===== config.mk =====
export PLATFORM = sky130hd
export DESIGN_NAME = vafc_vco_auto_band_calibration
export DESIGN_NICKNAME = d
export VERILOG_FILES = /design/src/rtl/vafc_pkg.sv /design/src/rtl/vafc_vco_auto_band_calibration.sv
export SDC_FILE = /design/constraint.sdc
export NUM_CORES = 1
export LEC_CHECK = 0
export BUFFER_PORTS_ARGS = -buffer_cell sky130_fd_sc_hd__buf_2
export CAP_MARGIN = 20
export CORE_UTILIZATION = 35
export CTS_CLUSTER_DIAMETER = 60
export DETAILED_ROUTE_END_ITERATION = 10
export PLACE_DENSITY_LB_ADDON = 0.08
export SLEW_MARGIN = 10
export SYNTH_ARGS = -nofsm -noshare
export SYNTH_HDL_FRONTEND = slang
export SYNTH_SLANG_ARGS = --single-unit

===== constraint.sdc =====
create_clock -name clock -period 16.06 [get_ports clock]
set_input_delay 4.818 -clock clock [delete_from_list [all_inputs] [get_ports clock]]
set_output_delay 4.818 -clock clock [all_outputs]
set_load 0.02 [all_outputs]

===== src/rtl/vafc_pkg.sv =====
/*
 Constants shared by the oscillator band calibration block.
 Assumes a word-per-register map behind an Avalon-MM slave.
*/
package vafc_pkg;
	// Register indices; the byte address is four times the index
	localparam logic [4:0] IDX_INT = 5'h03;
	localparam logic [4:0] IDX_FRAC = 5'h04;
	localparam logic [4:0] IDX_MODE = 5'h06;
	localparam logic [4:0] IDX_CAL = 5'h0a;
	localparam logic [4:0] IDX_BAND = 5'h15;
	localparam logic [4:0] IDX_OUT = 5'h16;
	localparam logic [4:0] IDX_MUTE = 5'h17;
	localparam logic [4:0] IDX_STAT = 5'h1f;
	// Field positions
	localparam int MODE_FRAC_BIT = 11;
	localparam int CAL_N_LSB = 0;
	localparam int CAL_OFF_BIT = 11;
	localparam int CAL_M_LSB = 13;
	localparam int BAND_LSB = 1;
	localparam int OUT_DIV_LSB = 0;
	localparam int OUT_GAIN_LSB = 6;
	localparam int MUTE_CAL_BIT = 7;
	localparam int BUSY_BIT = 0;
	// Reset values, and the first band of each search
	localparam logic [18:0] RST_INT = 19'h00010;
	localparam logic [5:0] RST_DIV = 6'h01;
	localparam logic [4:0] RST_GAIN = 5'h00;
	localparam logic [7:0] FIRST_BAND = 8'h80;
	// Calibration timing in state-machine ticks; MEAS_COUNT is a count of measurements
	localparam logic [8:0] WAIT_TICKS = 9'h180;
	localparam logic [4:0] XFER_TICKS = 5'h14;
	localparam logic [4:0] SER_BITS = 5'h10;
	localparam logic [2:0] MEAS_COUNT = 3'h6;
	typedef enum logic [2:0] {
		CAL_IDLE = 3'h0,
		CAL_WAITK = 3'h1,
		CAL_XFER = 3'h2,
		CAL_MEAS = 3'h3,
		CAL_LOAD = 3'h4
	} vafc_state_type;
endpackage


===== src/rtl/vafc_vco_auto_band_calibration.sv =====
/*
 Band calibration and frequency-change control of a step-tuned
 oscillator, with its register file on an Avalon-MM slave.
 Assumes clock is the reference, vcoPulses gives the oscillator
 cycles seen in each reference cycle, and refDivider is R.
*/
// Summary of operation
// - Divided state-machine clock also paces the 16-bit band serial port.
// - Tick rate changes calibration time only, never measurement result.
// - Length code 0..7 maps to exponent 0,1,2,3,5,6,7,8.
// - Exponents m=0, n=5 at 50 MHz resolve about 1.56 MHz.
// - After final band load the pending fraction goes to the modulator.
// - Chosen band reads back in band register bits 8:1.
// - With calibration off, band writes reach the oscillator at once.
// - Mode bit 11 set selects fraction; integer rewritten only on change.
// - Fractional write with calibration on starts it, loads afterwards.
// - Fractional write with calibration off loads modulator at once.
// - Mode bit 11 clear selects integer; change needs integer write.
// - Integer-mode integer write, calibration on, starts it; loads after.
// - Integer write with calibration off loads prescaler at once.
// - Output gain bits 10:6 change apart from divider bits 5:0.
// - Divider zero keeps outputs muted.
// - Mute-on-calibration bit mutes outputs while calibrating.
// - Muting gates the output only; loop and oscillator keep running.
// - Frequency write of the selected mode, calibration on, same value too, restarts calibration.
// - Each measurement spans R times 2^n reference cycles.
// - Tick exponent m is 0, 2, 4 or 5 from bits 14:13.
`timescale 1ns/100ps
module vafc_vco_auto_band_calibration (
	input wire logic clock,
	input wire logic srst,
	input wire logic [6:0] address,
	input wire logic read,
	input wire logic write,
	input wire logic [3:0] byteenable,
	input wire logic [31:0] writedata,
	output logic [31:0] readdata,
	output logic waitrequest,
	input wire logic [13:0] refDivider,
	input wire logic [7:0] vcoPulses,
	output logic [7:0] bandSwitch,
	output logic [18:0] prescalerInt,
	output logic [23:0] modulatorFrac,
	output logic [4:0] outputGain,
	output logic [5:0] outputDivider,
	output logic outputMute,
	output logic calBusy,
	output logic oscSerialData,
	output logic oscSerialStrobe,
	output logic oscSerialEnable
);
	typedef struct packed {
		logic waitReq;
		logic [31:0] rdData;
		logic [18:0] intReg;
		logic [23:0] fracReg;
		logic fracMode;
		logic [2:0] nCode;
		logic calOff;
		logic [1:0] mCode;
		logic [7:0] bandReg;
		logic [7:0] bandOut;
		logic [4:0] gain;
		logic [5:0] divider;
		logic muteCal;
		logic [18:0] prescInt;
		logic [23:0] sdFrac;
		logic mute;
		logic busy;
		vafc_pkg::vafc_state_type fsm;
		logic [4:0] preCnt;
		logic [8:0] tickCnt;
		logic [21:0] winCnt;
		logic [31:0] vcoCnt;
		logic [7:0] trial;
		logic [7:0] best;
		logic [31:0] bestErr;
		logic [2:0] bitIdx;
		logic [2:0] measLeft;
		logic [15:0] shift;
		logic serData;
		logic serStrobe;
		logic serEn;
	} vafc_regs_type;

	vafc_regs_type st_reg;
	vafc_regs_type st_next;
	logic [4:0] idx;
	logic [3:0] nExp;
	logic [2:0] mExp;
	logic [4:0] preLimit;
	logic tick;
	logic [21:0] winLast;
	logic [50:0] scaled;
	logic [31:0] expCount;
	logic [31:0] total;
	logic [31:0] err;
	logic [7:0] newBest;
	logic [7:0] decided;
	logic [31:0] rdMux;
	logic req;
	logic wrAck;
	logic startCal;

	// Exponent decode; code 4 skips n=4
	always_comb begin
		nExp = (st_reg.nCode < 3'h4) ? {1'b0, st_reg.nCode} :
			{1'b0, st_reg.nCode} + 4'h1;
		unique case (st_reg.mCode)
			2'h0: mExp = 3'h0;
			2'h1: mExp = 3'h2;
			2'h2: mExp = 3'h4;
			2'h3: mExp = 3'h5;
		endcase
	end

	// Tick divider, window length and expected count
	always_comb begin
		preLimit = 5'((6'h01 << mExp) - 6'h01);
		tick = (st_reg.preCnt == preLimit);
		// Window counts reference cycles, so tick rate cannot skew it
		winLast = 22'((22'(refDivider) << nExp) - 22'h1);
		scaled = {8'h00, st_reg.intReg, st_reg.fracReg} << nExp;
		expCount = {5'h00, scaled[50:24]};
		total = st_reg.vcoCnt + {24'h000000, vcoPulses};
		err = (total >= expCount) ? total - expCount : expCount - total;
	end

	// Read data; unmapped indices read zero
	always_comb begin
		idx = address[6:2];
		unique case (idx)
			vafc_pkg::IDX_INT: rdMux = {13'h0000, st_reg.intReg};
			vafc_pkg::IDX_FRAC: rdMux = {8'h00, st_reg.fracReg};
			vafc_pkg::IDX_MODE:
				rdMux = 32'(st_reg.fracMode) << vafc_pkg::MODE_FRAC_BIT;
			vafc_pkg::IDX_CAL:
				rdMux = (32'(st_reg.nCode) << vafc_pkg::CAL_N_LSB) |
					(32'(st_reg.calOff) << vafc_pkg::CAL_OFF_BIT) |
					(32'(st_reg.mCode) << vafc_pkg::CAL_M_LSB);
			vafc_pkg::IDX_BAND:
				rdMux = 32'(st_reg.bandReg) << vafc_pkg::BAND_LSB;
			vafc_pkg::IDX_OUT:
				rdMux = (32'(st_reg.divider) << vafc_pkg::OUT_DIV_LSB) |
					(32'(st_reg.gain) << vafc_pkg::OUT_GAIN_LSB);
			vafc_pkg::IDX_MUTE:
				rdMux = 32'(st_reg.muteCal) << vafc_pkg::MUTE_CAL_BIT;
			vafc_pkg::IDX_STAT:
				rdMux = 32'(st_reg.busy) << vafc_pkg::BUSY_BIT;
			default: rdMux = 32'h00000000;
		endcase
	end

	// Next state: bus handshake, register writes and calibration search
	always_comb begin
		st_next = st_reg;
		newBest = st_reg.best;
		decided = st_reg.trial;
		startCal = 1'b0;
		st_next.serStrobe = 1'b0;
		st_next.preCnt = tick ? 5'h00 : st_reg.preCnt + 5'h01;
		// One wait cycle per access; the answer is ready at the next edge
		req = (read | write) & st_reg.waitReq;
		st_next.waitReq = ~req;
		if (req) begin
			st_next.rdData = rdMux;
		end
		// Partial-word writes are ignored: every field spans low lanes
		wrAck = write & ~st_reg.waitReq & (byteenable == 4'hf);

		unique case (st_reg.fsm)
			vafc_pkg::CAL_IDLE: begin
			end
			vafc_pkg::CAL_WAITK: if (tick) begin
				st_next.tickCnt = st_reg.tickCnt + 9'h001;
				if (st_reg.tickCnt == vafc_pkg::WAIT_TICKS - 9'h001) begin
					st_next.tickCnt = 9'h000;
					st_next.fsm = vafc_pkg::CAL_XFER;
				end
			end
			vafc_pkg::CAL_XFER: if (tick) begin
				st_next.tickCnt = st_reg.tickCnt + 9'h001;
				// Serial word shifts one bit per tick, MSB first
				if (st_reg.tickCnt < 9'(vafc_pkg::SER_BITS)) begin
					st_next.serData = st_reg.shift[15];
					st_next.serStrobe = 1'b1;
					st_next.serEn = 1'b1;
					st_next.shift = {st_reg.shift[14:0], 1'b0};
				end else begin
					st_next.serEn = 1'b0;
				end
				if (st_reg.tickCnt == 9'(vafc_pkg::XFER_TICKS) - 9'h001) begin
					st_next.tickCnt = 9'h000;
					st_next.bandOut = st_reg.trial;
					if (st_reg.measLeft == 3'h0) begin
						st_next.fsm = vafc_pkg::CAL_LOAD;
					end else begin
						st_next.fsm = vafc_pkg::CAL_MEAS;
						st_next.winCnt = 22'h000000;
						st_next.vcoCnt = 32'h00000000;
					end
				end
			end
			vafc_pkg::CAL_MEAS: begin
				st_next.vcoCnt = total;
				st_next.winCnt = st_reg.winCnt + 22'h000001;
				if (st_reg.winCnt == winLast) begin
					// Keep the closest setting seen, then decide this bit
					if (err < st_reg.bestErr) begin
						newBest = st_reg.trial;
						st_next.bestErr = err;
					end
					st_next.best = newBest;
					if (total > expCount) begin
						decided[st_reg.bitIdx] = 1'b0;
					end
					st_next.measLeft = st_reg.measLeft - 3'h1;
					st_next.bitIdx = st_reg.bitIdx - 3'h1;
					st_next.trial = (st_reg.measLeft == 3'h1) ? newBest :
						decided | (8'h01 << (st_reg.bitIdx - 3'h1));
					st_next.shift = {7'h00, st_next.trial, 1'b0};
					st_next.tickCnt = 9'h000;
					// Restart the tick phase so a window never hides in a tick
					st_next.preCnt = 5'h00;
					st_next.fsm = vafc_pkg::CAL_XFER;
				end
			end
			vafc_pkg::CAL_LOAD: begin
				// Pending frequency goes live only with the final band
				st_next.prescInt = st_reg.intReg;
				if (st_reg.fracMode) begin
					st_next.sdFrac = st_reg.fracReg;
				end
				st_next.bandReg = st_reg.best;
				st_next.fsm = vafc_pkg::CAL_IDLE;
			end
			default: st_next.fsm = vafc_pkg::CAL_IDLE;
		endcase

		// Register writes; a frequency write restarts a running search
		if (wrAck) begin
			unique case (idx)
				vafc_pkg::IDX_INT: begin
					st_next.intReg = writedata[18:0];
					if (st_reg.calOff) begin
						st_next.prescInt = writedata[18:0];
					end else if (!st_reg.fracMode) begin
						startCal = 1'b1;
					end
				end
				vafc_pkg::IDX_FRAC: begin
					st_next.fracReg = writedata[23:0];
					if (st_reg.fracMode && st_reg.calOff) begin
						st_next.sdFrac = writedata[23:0];
					end else if (st_reg.fracMode) begin
						startCal = 1'b1;
					end
				end
				vafc_pkg::IDX_MODE:
					st_next.fracMode = writedata[vafc_pkg::MODE_FRAC_BIT];
				vafc_pkg::IDX_CAL: begin
					st_next.nCode = writedata[vafc_pkg::CAL_N_LSB +: 3];
					st_next.calOff = writedata[vafc_pkg::CAL_OFF_BIT];
					st_next.mCode = writedata[vafc_pkg::CAL_M_LSB +: 2];
				end
				vafc_pkg::IDX_BAND: begin
					st_next.bandReg = writedata[vafc_pkg::BAND_LSB +: 8];
					if (st_reg.calOff) begin
						st_next.bandOut = writedata[vafc_pkg::BAND_LSB +: 8];
					end
				end
				vafc_pkg::IDX_OUT: begin
					st_next.divider = writedata[vafc_pkg::OUT_DIV_LSB +: 6];
					st_next.gain = writedata[vafc_pkg::OUT_GAIN_LSB +: 5];
				end
				vafc_pkg::IDX_MUTE:
					st_next.muteCal = writedata[vafc_pkg::MUTE_CAL_BIT];
				default: begin
				end
			endcase
		end
		if (startCal) begin
			st_next.fsm = vafc_pkg::CAL_WAITK;
			st_next.tickCnt = 9'h000;
			st_next.preCnt = 5'h00;
			st_next.trial = vafc_pkg::FIRST_BAND;
			st_next.best = vafc_pkg::FIRST_BAND;
			st_next.bestErr = 32'hffffffff;
			st_next.bitIdx = 3'h7;
			st_next.measLeft = vafc_pkg::MEAS_COUNT;
			st_next.shift = {7'h00, vafc_pkg::FIRST_BAND, 1'b0};
			st_next.serEn = 1'b0;
		end
		// Mute gates the output stage only; nothing else stops
		st_next.busy = (st_next.fsm != vafc_pkg::CAL_IDLE);
		st_next.mute = (st_next.divider == 6'h00) |
			(st_next.muteCal & st_next.busy);
	end

	// State register
	always_ff @(posedge clock) begin
		if (srst) begin
			st_reg <= '0;
			st_reg.waitReq <= 1'b1;
			st_reg.intReg <= vafc_pkg::RST_INT;
			st_reg.prescInt <= vafc_pkg::RST_INT;
			st_reg.divider <= vafc_pkg::RST_DIV;
			st_reg.gain <= vafc_pkg::RST_GAIN;
			st_reg.fsm <= vafc_pkg::CAL_IDLE;
		end else begin
			st_reg <= st_next;
		end
	end

	assign readdata = st_reg.rdData;
	assign waitrequest = st_reg.waitReq;
	assign bandSwitch = st_reg.bandOut;
	assign prescalerInt = st_reg.prescInt;
	assign modulatorFrac = st_reg.sdFrac;
	assign outputGain = st_reg.gain;
	assign outputDivider = st_reg.divider;
	assign outputMute = st_reg.mute;
	assign calBusy = st_reg.busy;
	assign oscSerialData = st_reg.serData;
	assign oscSerialStrobe = st_reg.serStrobe;
	assign oscSerialEnable = st_reg.serEn;

	logic [21:0] measLen;
	always_ff @(posedge clock) begin
		if (srst || st_reg.fsm != vafc_pkg::CAL_MEAS) begin
			measLen <= 22'h000000;
		end else begin
			measLen <= measLen + 22'h000001;
		end
	end
endmodule


=== Word-level counts from Yosys, hierarchy flattened ===
Index checks and enable logic that the tools add are counted.

* Add/subtract/negate cells: 11
* $mul: 0
* Div/mod/pow operators: 0
* Magnitude comparators: 7
* Eq/ne operators: 30
* Shifts and indexed selects: 4
* Multiplexer cells: 57
* Bitwise gates (word level): 16
* Reduce and logical (&&, ||, !) cells: 29

{| class="wikitable"
|+ Operators with widths
! operator !! number
|-
| one-hot mux 24 bit (8 select lines) || 1
|-
| two-way mux 70 bit || 2
|-
| two-way mux 63 bit || 2
|-
| two-way mux 54 bit || 2
|-
| one-hot mux 54 bit (2 select lines) || 1
|-
| two-way mux 8 bit || 10
|-
| two-way mux 24 bit || 3
|-
| two-way mux 71 bit || 1
|-
| two-way mux 32 bit || 2
|-
| two-way mux 19 bit || 3
|-
| left shift 43 x 4 -> 51 bit || 1
|-
| two-way mux 43 bit || 1
|-
| two-way mux 17 bit || 2
|-
| adder 32 x 8 -> 32 bit || 1
|-
| greater-or-equal comparator 32 x 27 -> 1 bit || 1
|-
| greater-than comparator 32 x 27 -> 1 bit || 1
|-
| less-than comparator 32 bit || 1
|-
| one-hot mux 16 bit (2 select lines) || 1
|-
| subtractor 27 x 32 -> 32 bit || 1
|-
| subtractor 32 x 27 -> 32 bit || 1
|-
| one-hot mux 9 bit (3 select lines) || 1
|-
| one-hot mux 3 bit (4 select lines) || 2
|-
| adder 22 x 1 -> 22 bit, second input constant || 1
|-
| == test 22 bit || 1
|-
| 58 further kinds || 111
|}

* Flip-flop bits (word level): 300
* Latch bits: 0
* Bits in writable memories: 0
* Memory bits (read-only): 0
* Input bits: 69
* Output and inout port bits: 100
* Word-level logic and storage cells: 189
* Memories kept: 0

=== Longest topological paths before layout ===
Gate-level depths: netlist of the first run.

* Depth in word-level cells: 14
* Mapped depth: 38
* Mapped depth without buffers: 34

=== Least setup slack after synthesis of the first run ===
OpenSTA, ideal clock, no wires.

* Kind: input to register
* Start: input vcoPulses[6]
* End: register st_reg[11] (netlist bit)
* Data arrival time: 11763 ps
* Data required time: 15974 ps
* Setup slack: 4211 ps
* Stages on the path: 34
* Buffers on the path: 3
* Cell sequence: ha_1 > a211o_1 > a2111o_1 > and3_1 > nand2_1 > nor2_1 > nand3_1 > xnor2_1 > ha_1 > clkbuf_1 > a21o_1 > a21o_1 > a21oi_1 > o21ai_0 > nor3_1 > o221ai_1 > a21oi_1 > clkbuf_1 > nand2_1 > o21ai_0 > xor2_1 > ha_1 > a21o_1 > a21o_1 > a21oi_1 > o21ai_0 > a221o_1 > o31ai_1 > o211ai_1 > buf_1 > mux2i_1 > a2111oi_0 > a221oi_1 > a211oi_1

* Word-level cells in the longest chain between the ends: 10
* Elaborated cells on any way between the ends: 16
* Classes of those cells: add/sub: 3; order compare: 3; mux: 9; bitwise: 1

{| class="wikitable"
|+ RTL lines
! element !! line !! RTL
|-
| start, declared || vafc_vco_auto_band_calibration.sv:40 || <nowiki>input wire logic [7:0] vcoPulses,</nowiki>
|-
| adder 32 x 8 -> 32 bit (*) || vafc_vco_auto_band_calibration.sv:125 || <nowiki>total = st_reg.vcoCnt + {24'h000000, vcoPulses};</nowiki>
|-
| parallel branches: the longest is 5 deep, another holds subtractor 27 x 32 -> 32 bit || -- ||
|-
| two-way mux 8 bit (*) || vafc_vco_auto_band_calibration.sv:219 || <nowiki>st_next.trial = (st_reg.measLeft == 3'h1) ? newBest :</nowiki>
|-
| two-way mux 70 bit (*) || vafc_vco_auto_band_calibration.sv:207 || <nowiki>if (st_reg.winCnt == winLast) begin</nowiki>
|-
| one-hot mux 16 bit (2 select lines) (*) || vafc_vco_auto_band_calibration.sv:171 || <nowiki>unique case (st_reg.fsm)</nowiki>
|-
| two-way mux 70 bit (*) || vafc_vco_auto_band_calibration.sv:282 || <nowiki>if (startCal) begin</nowiki>
|-
| end signal, assigned || vafc_vco_auto_band_calibration.sv:311 || <nowiki>st_reg <= st_next;</nowiki>
|-
| end, declared || vafc_vco_auto_band_calibration.sv:86 || <nowiki>vafc_regs_type st_reg;</nowiki>
|}

Every way passes the cells marked *. The select of a mux whose other input is x is not followed.
A chain may end at the register's enable or synchronous reset.

=== Final worst setup path of the first run ===
* Start: input vcoPulses[0]
* End: register st_reg[25] (netlist bit)

* Word-level cells in the longest chain between the ends: 7
* Elaborated cells on any way between the ends: 12
* Classes of those cells: add/sub: 3; order compare: 2; mux: 5; reduce/logical: 2

{| class="wikitable"
|+ RTL lines
! element !! line !! RTL
|-
| adder 32 x 8 -> 32 bit (*) || vafc_vco_auto_band_calibration.sv:125 ||
|-
| subtractor 27 x 32 -> 32 bit, or another cell as far along || vafc_vco_auto_band_calibration.sv:126 || <nowiki>err = (total >= expCount) ? total - expCount : expCount - total;</nowiki>
|-
| two-way mux 32 bit (*) || vafc_vco_auto_band_calibration.sv:126 ||
|-
| parallel branches: the longest is 4 deep, another holds less-than comparator 32 bit || -- ||
|}

Marks and branches as above.

==> flow_summary.toml, run 1 <==
[clock_tree]
htree_levels = 2
cts-resized-gates = 0
cts_setup_buffers = 0
cts_sinks = 291
clock_latency_ps = 590
cts_inserted_buffers = 42
hold_buffers = 0
cts_buffer_depth = 3
path_clk_slew_ps = 60
cts_tree = "yes"
root_buffer = "clkbuf_16"

[detailed_routing]
avgRoutedWirePerCell_um = 20.9
ant_nets = 0
vias = 20400
drt-pass1-iter-count = 5
drtIter0Drc = 1564
drc = 0
viasPerCell = 5.60
wl_um = 76100

[floorplanning]
ioPinCount = 169
die-width_um = 252
die_h_um = 252
dieArea_um2 = 63600
fp.coreArea_um2 = 61700
num_rows = 91
start_util_pct = 35.5

[power]
ir_worst_vdd_uv = 71.3
power_density_nw_per_um2 = 77.6
power_mw = 1.87
leakage_nw = 9.57

[synth]
synth-edff-count = 0
synth_top_area_cell = "dfxtp_1"
yosys.area_share.adder_pct = 6.40
synth_compound_area_share_pct = 22.1
avgSynthCellArea_um2 = 7.77
netlist_area_um2 = 21900
ys.flop_type = "dfxtp_1"
synth.top_cells.by_area = "dfxtp_1 27%, mux2i_1 9.2%, ha_1 5.9%"
synth-seq-cells = 291
synth_top_family_by_area = "compound AO/OA/AOI/OAI gates"
yosysWarnings = 0
synth.top_cell.area_share_pct = 26.6
synth-simple-area-share_pct = 20.5
synth_xor_area_share_pct = 4.85
synth-seq-area-share_pct = 26.6
ys_types = 99
muxShareOfSynthArea_pct = 10.4
synth_common_cells = "299 x nor2_1, 291 x dfxtp_1, 273 x nand2_1, 201 x mux2i_1, 180 x a21oi_1"
yosysMostFrequentCell = "nor2_1"
async_flop_share_pct = 0
syn_inst = 2818

[place]
gp_routability_congestion = 0.892
port_buffers = 150
pre_cts_slack_ps = 2010
place_hpwl_um = 56100

[sta]
skew_ps = 32.0
drv_slew = 0
layout_min_cycle_time_ps = 13400
setup_viol = 0
final.period_utilization_pct = 83.4
finalSetupTns_ps = 0
layout_setup_ws_ps = 2660
fmax_mhz = 74.6
rsz0062_at_grt = "no"
tightest_slew_ps = 1180
hold_viol_final = 0
maxSlewHeadroom_pct = 21.5
holdWs_ps = 452

[worst_setup_path]
crit_type = "primary input to flip-flop"
endpoint_kind = "flip-flop"
critPathArrivalTime_ps = 13890
crit_required_ps = 16550
max_stage_delay_ps = 820
cpMaxStageDelayCell = "a21o_1"
cp_common_cell = "ha_1"
critical-path-top-delay-family = "compound AO/OA/AOI/OAI gates"
path_buf_inv = 6
cp_max_fo = 64
start_kind = "primary input"

[grt]
antenna_found_initial = 7
grt_max_degree = 104
overflow = 0
grt_pass1_vias = 18900
track_usage_pct = 23.3
grt_pass1_wl_um = 116000

[min_path]
hold_path.class = "flip-flop to flip-flop"

[layout]
nNetsFinal = 2939
drive_above_1_share_pct = 11.3
largest_register_ffs = 199
area_growth_pct = 9.93

[outcome]
status = "complete, no violations"

[run]
drv_cap = 0
-- logic make-up (layout without fill, tap and decap cells) --
logic type | count (synthesis) | count (layout)
AO/OA/AOI/OAI | 702 | 702
XOR/XNOR | 118 | 118
adder cells (fa/ha/maj) | 111 | 111
buffers and inverters | 418 | 390
flip-flops | 291 | 291
multiplexers | 217 | 217
other | 1 | 10
AND/OR/NAND/NOR | 960 | 960
-- final cells by class --
type / count / area, um^2
Timing Repair Buffer: 187 / 1070
Tap cell: 837 / 1050
Fill cell: 6526 / 37600
Antenna cell: 2 / 5.00
Multi-Input combinational cell: 2116 / 14200
Clock buffer: 61 / 1240
Inverter: 125 / 469
Sequential cell: 291 / 5830
Clock inverter: 17 / 248
-- cell usage in the layout (no fill, tap or decap), types with 9 or more instances in the layout --
cell / n
nor4_1: 13
inv_1: 122
xor2_1: 44
and4_1: 11
o211ai_1: 12
o31ai_1: 17
or3_1: 11
a31oi_1: 25
o21a_1: 21
nand2_1: 273
nand2b_1: 21
buf_4: 34
nor3_1: 89
mux2i_1: 201
nand4_1: 34
and3_1: 30
buf_2: 149
nor2b_1: 32
nand3_1: 78
nor2_1: 299
a211oi_1: 114
xnor2_1: 71
a21o_1: 42
a222oi_1: 9
a2bb2oi_1: 16
o21ai_0: 75
o22ai_1: 9
dfxtp_1: 289
nor3b_1: 9
clkbuf_8: 11
a22oi_1: 65
and2_1: 22
ha_1: 104
clkbuf_16: 43
a211o_1: 14
a21oi_1: 179
-- layer usage --
layer  vias up  wire length [um]  track usage [%]
met5         -                50                0
met3        88              4160             3.56
met2       543             34900             37.9
met4        10              1080             4.59
met1      9819             35900             32.5
li1       9905                 -                -
-- final timing paths --
kind	start	endpoint	slack [ps]	cells past startpoint
worst max-delay path	vcoPulses[0]	st_reg[25]	2660	33
worst min-delay path	readdata[23]	readdata[23]	450	2
worst max register to register	st_reg[220]	st_reg[25]	6170	32
worst min register to register	readdata[23]	readdata[23]	450	2
-- through the flow --
stage	std cells	instance area [um^2]	util, %
6_report	3636	24100	39.0
2_1_floorplan	2825	21900	-
4_1_cts	3632	24000	38.9
5_1_grt	3636	24100	39.0
3_3_place_gp	3554	22500	36.5
3_5_place_dp	3554	22500	36.5
-- power breakdown --
group	total, mW	internal, mW	switching [mW]	leakage, nW
Clock	0.988	0.609	0.379	0.723
Sequential	0.724	0.723	0.00125	2.34
Combinational	0.155	0.0553	0.100	6.50
-- worst register-to-register path: cells and delay by family (launching register included) --
family                     cells  cell delay, ps
muxes                          3            1470
buffers and inverters          4            1240
DFF                            1             410
xor gates and xnor gates       1             280
AOI/OAI and AO/OA             14            3810
adders and majority gates      3            1120
and+or+nand+nor                7            1470
Power figures use the tool's default switching activity.
==> inputs of run 2 (changes only) <==
- clock period: 16.06 -> 10.8 ns (I/O delays scaled with it)
==> run 2 against run 1 <==
Sequential power up 49%. Worst hold slack worse by 2.9 ps. Power up 45%. Clock power up 40%. Sequential share of layout area down 0.52 points. Global-route usage up 0.63 points. Routed wire length up 2.1%. Critical path depth up 3. Count of clock-buffer cells in the layout down 4. Critical endpoint is now st_reg[35].
==> flow_summary.toml, run 2 (synthesis gave the netlist of run 1 again) <==
[floorplanning]
fp.coreArea_um2 = 61700
start_util_pct = 35.5
die_h_um = 252
num_rows = 91
ioPinCount = 169
die-width_um = 252
dieArea_um2 = 63600

[sta]
maxSlewHeadroom_pct = 27.9
layout_setup_ws_ps = 694
layout_min_cycle_time_ps = 10110
final.period_utilization_pct = 93.6
fmax_mhz = 99.0
drv_slew = 0
finalSetupTns_ps = 0
tightest_slew_ps = 1080
rsz0062_at_grt = "no"
holdWs_ps = 449
skew_ps = 21.8
setup_viol = 0
hold_viol_final = 0

[min_path]
hold-path-cell-count = 2
hold_path.class = "flip-flop to flip-flop"
min_from = "readdata[23]"
hold-path-endpoint = "readdata[23]"

[clock_tree]
hold_buffers = 0
cts_sinks = 291
cts_tree = "yes"
path_clk_slew_ps = 60
clock_latency_ps = 570
root_buffer = "clkbuf_16"
cts-resized-gates = 0
cts_setup_buffers = 0
cts_inserted_buffers = 43
cts_buffer_depth = 3
htree_levels = 2

[layout]
largest_register_ffs = 199
area_growth_pct = 12.3
nNetsFinal = 3021
layout_commonest_cell = "nor2_1"
layout_common_cells = "298 x nor2_1, 289 x dfxtp_1, 273 x nand2_1"
final_cell_count_no_fill = 3712
utilization_pct = 39.8
drive_above_1_share_pct = 13.7
fill_cells = 6471

[grt]
grt_pass1_vias = 19600
track_usage_pct = 23.9
grt_pass1_wl_um = 119000
antenna_found_initial = 7
grt_max_degree = 97
overflow = 0

[detailed_routing]
avgRoutedWirePerCell_um = 20.9
drc = 0
top_layer = "met5"
dr_wl_met3_um = 4110
drt-pass1-iter-count = 6
drtIter0Drc = 1570
ant_nets = 0
met1_length_um = 36200
vias = 20600
dr_wl_met2_um = 35700
wl_um = 77700
viasPerCell = 5.55

[power]
power_density_nw_per_um2 = 110
p_sw_share_pct = 26.0
ir_worst_vdd_uv = 108
leakage_nw = 9.92
pwr-share-clk_pct = 51.1
power_switching_mw = 0.704
internal_power_mw = 2.00
power_frac_seq_pct = 39.8
power.combinational.fraction_pct = 9.1

[worst_setup_path]
cp_common_cell = "nor2_1"
crit_type = "primary input to flip-flop"
r2r_start = "st_reg[220]"
crit_required_ps = 11270
reg2regPathDepth = 35
cp_max_fo = 22
endpoint_kind = "flip-flop"
start_kind = "primary input"
reg2reg_slack_ps = 2170
cpMaxStageDelayCell = "nor4_1"
max_stage_delay_ps = 570
critPathArrivalTime_ps = 10570
timing.rr.end = "st_reg[35]"

[run]
drv_cap = 0

[place]
gp_routability_congestion = 0.916
port_buffers = 150
place_inst = 3634
pre_cts_slack_ps = 102
place_hpwl_um = 57700

[outcome]
status = "complete, no violations"
run 2: cell count changes in the layout (fill, tap and decap cells not counted), moves of 2 or more:
cell	before	now
bufinv_16	4	2
buf_8	0	2
inv_8	0	3
clkbuf_8	11	8
buf_12	2	4
buf_4	34	112
clkbuf_1	8	6
run 2: worst max path at each step:
stage,slack [ps],cells past startpoint,endpoint,start
global placement,150,34,st_reg[11],vcoPulses[1]
CTS,700,35,st_reg[35],vcoPulses[1]
finish,690,36,st_reg[35],vcoPulses[0]
floorplan,530,34,st_reg[11],vcoPulses[6]
global route,30,36,st_reg[33],vcoPulses[0]
detailed placement,100,35,st_reg[35],vcoPulses[1]
run 2: per-layer routing:
layer / global-route usage, % / up-vias
met4: 5.99 / 10
met2: 38.9 / 506
met3: 3.68 / 93
li1: - / 10100
met5: 0 / -
met1: 32.9 / 9922
run 2: critical path: cells and delay by family:
family,cells,cell delay (ps)
adder cells (fa/ha/maj),4,1300
buffers and inverters,7,1000
XOR/XNOR,2,540
AO/OA/AOI/OAI,10,2420
AND/OR/NAND/NOR,13,2020
run 2: power by group through the flow:
stage                     logic (mW)  clock network [mW]  registers, mW
final                          0.245                1.38           1.08
after global routing           0.269                1.46           1.08
after CTS                      0.245                1.42           1.08
after floorplan                0.158                   0           1.10
after global placement         0.243                   0           1.10
after detailed placement       0.244                   0           1.10
run 2: final cells by class:
class                           instances  area, um^2  share of cell area (%)
Sequential cell                       291        5830                    23.7
Inverter                              125         469                    1.91
Multi-Input combinational cell       2116       14200                    57.6
Clock inverter                         15         163                   0.661
Clock buffer                           57        1210                    4.92
Timing Repair Buffer                  268        1710                    6.95
Antenna cell                            3        7.51                  0.0305
Tap cell                              837        1050                    4.26
run 2: per-stage QoR:
stage,power [mW],instance area (um^2)
floorplan,1.26,21900
global placement,1.34,23200
detailed placement,1.34,23200
CTS,2.74,24500
global route,2.80,24600
finish,2.70,24600
==> inputs of run 3 (changes only) <==
- PLACE_DENSITY: unset -> 0.54
- PLACE_DENSITY_LB_ADDON: 0.08 -> unset
==> run 3 against run 2 <==
Routed wire length is 7.0% lower. Final area is 0.46% higher. Sequential share of layout area is 0.11 points lower. Maximum frequency is 1.6% lower. Combinational power hardly changed. Critical path type unchanged. Count of clock-buffer cells in the layout is 1 lower. Global-route usage is 1.7 points lower.
==> flow_summary.toml, run 3 (synthesis gave the netlist of run 1 again) <==
[outcome]
status = "complete, no violations"

[sta]
maxSlewHeadroom_pct = 27.8
finalSetupTns_ps = 0
fmax_mhz = 97.4
rsz0062_at_grt = "no"
layout_min_cycle_time_ps = 10270
skew_ps = 41.2
final.period_utilization_pct = 95.1
drv_slew = 0
hold_viol_final = 0
setup_viol = 0
tightest_slew_ps = 1080
layout_setup_ws_ps = 528

[detailed_routing]
avgRoutedWirePerCell_um = 19.4
drtIter0Drc = 1424
drc = 0
vias = 20600
drt-pass1-iter-count = 5
wl_um = 72200
viasPerCell = 5.54
ant_nets = 0

[clock_tree]
cts_sinks = 291
cts_buffer_depth = 3
htree_levels = 2
cts_setup_buffers = 0
cts_inserted_buffers = 41
root_buffer = "clkbuf_16"
hold_buffers = 0
path_clk_slew_ps = 60
clock_latency_ps = 590
cts-resized-gates = 0
cts_tree = "yes"

[layout]
nNetsFinal = 3032
n_antenna_cell = 0
layout_common_cells = "299 x nor2_1, 289 x dfxtp_1, 273 x nand2_1"
fill_cells = 6340
layout_commonest_cell = "nor2_1"
drive_above_1_share_pct = 14.2
largest_register_ffs = 199
area_growth_pct = 12.8
utilization_pct = 40.0

[power]
internal_power_mw = 1.99
p_sw_share_pct = 26.2
power_density_nw_per_um2 = 109
ir_worst_vdd_uv = 106
power_frac_seq_pct = 39.9
power.combinational.fraction_pct = 9.1
leakage_nw = 10.0
power_switching_mw = 0.707
pwr-share-clk_pct = 51.1

[place]
gp_routability_congestion = 0.929
port_buffers = 150
place_hpwl_um = 54100
pre_cts_slack_ps = 18.2

[floorplanning]
fp.coreArea_um2 = 61700
start_util_pct = 35.5
die_h_um = 252
ioPinCount = 169
dieArea_um2 = 63600
num_rows = 91
die-width_um = 252

[grt]
grt.met1_usage_pct = 29.8
overflow = 0
track_usage_pct = 22.2
grt_max_degree = 79
grt_util_met3_pct = 3.79
antenna_found_initial = 1
grt_pass1_vias = 19500
busiest_layer = "met2"
grt_pass1_wl_um = 113000
use_met2_pct = 36.8

[worst_setup_path]
cpMaxStageDelayCell = "a2111oi_0"
path_buf_inv = 6
endpoint_kind = "flip-flop"
critPathArrivalTime_ps = 10760
start_kind = "primary input"
crit_required_ps = 11290
crit_type = "primary input to flip-flop"
cp_max_fo = 14
critical-path-top-delay-family = "compound AO/OA/AOI/OAI gates"
max_stage_delay_ps = 470

[run]
drv_cap = 0

[min_path]
hold_path.class = "flip-flop to flip-flop"
-- run 3: cell types whose count changed in the layout (fill, tap and decap cells not counted), sizes merged --
cell / before / now
clkinv: 6 / 10
clkbuf: 57 / 56
diode: 3 / 0
clkinvlp: 3 / 2
buf: 268 / 281
inv: 129 / 131
-- run 3: worst paths after layout --
path	from	endpoint	slack, ps	cells past startpoint
setup reg to reg	st_reg[222]	st_reg[11]	2030	32
hold reg to reg	oscSerialEnable	oscSerialEnable	450	2
hold / removal	oscSerialEnable	oscSerialEnable	450	2
setup / recovery	vcoPulses[0]	st_reg[11]	530	35
-- run 3: cell type report --
type	count	area [um^2]	share of cell area, %
Sequential cell	291	5830	23.6
Inverter	125	469	1.90
Clock buffer	56	1170	4.75
Multi-Input combinational cell	2116	14200	57.3
Clock inverter	20	231	0.937
Tap cell	837	1050	4.24
Timing Repair Buffer	281	1800	7.28
-- run 3: power by group through the flow --
stage          registers (mW)  logic (mW)  clock network, mW
2_1_floorplan            1.10       0.158                  0
3_3_place_gp             1.10       0.241                  0
3_5_place_dp             1.10       0.243                  0
4_1_cts                  1.08       0.244               1.41
5_1_grt                  1.08       0.271               1.45
6_report                 1.08       0.245               1.38
-- run 3: worst min-delay path, cell delays in order (launching register included) --
cell and delay (ps):
dfxtp_1 300, nand2_1 50, a21oi_1 50
-- run 3: routing by layer --
metal,share of wire (%),wire [um],vias up
li1,-,-,10100
met1,46,32900,9825
met2,46,33300,661
met3,6.2,4480,93
met4,2.1,1500,0
met5,0,0,-
-- run 3: metrics by stage --
| step | cell area [um^2] | hold slack, ps | cells | power, mW |
|---|---|---|---|---|
| 6_report | 24700 | 450 | 3726 | 2.70 |
| 5_1_grt | 24700 | 471 | 3726 | 2.80 |
| 4_1_cts | 24700 | 453 | 3723 | 2.73 |
| 3_5_place_dp | 23300 | 440 | 3647 | 1.34 |
| 3_3_place_gp | 23200 | 435 | 3646 | 1.34 |
| 2_1_floorplan | 21900 | 425 | 2825 | 1.26 |
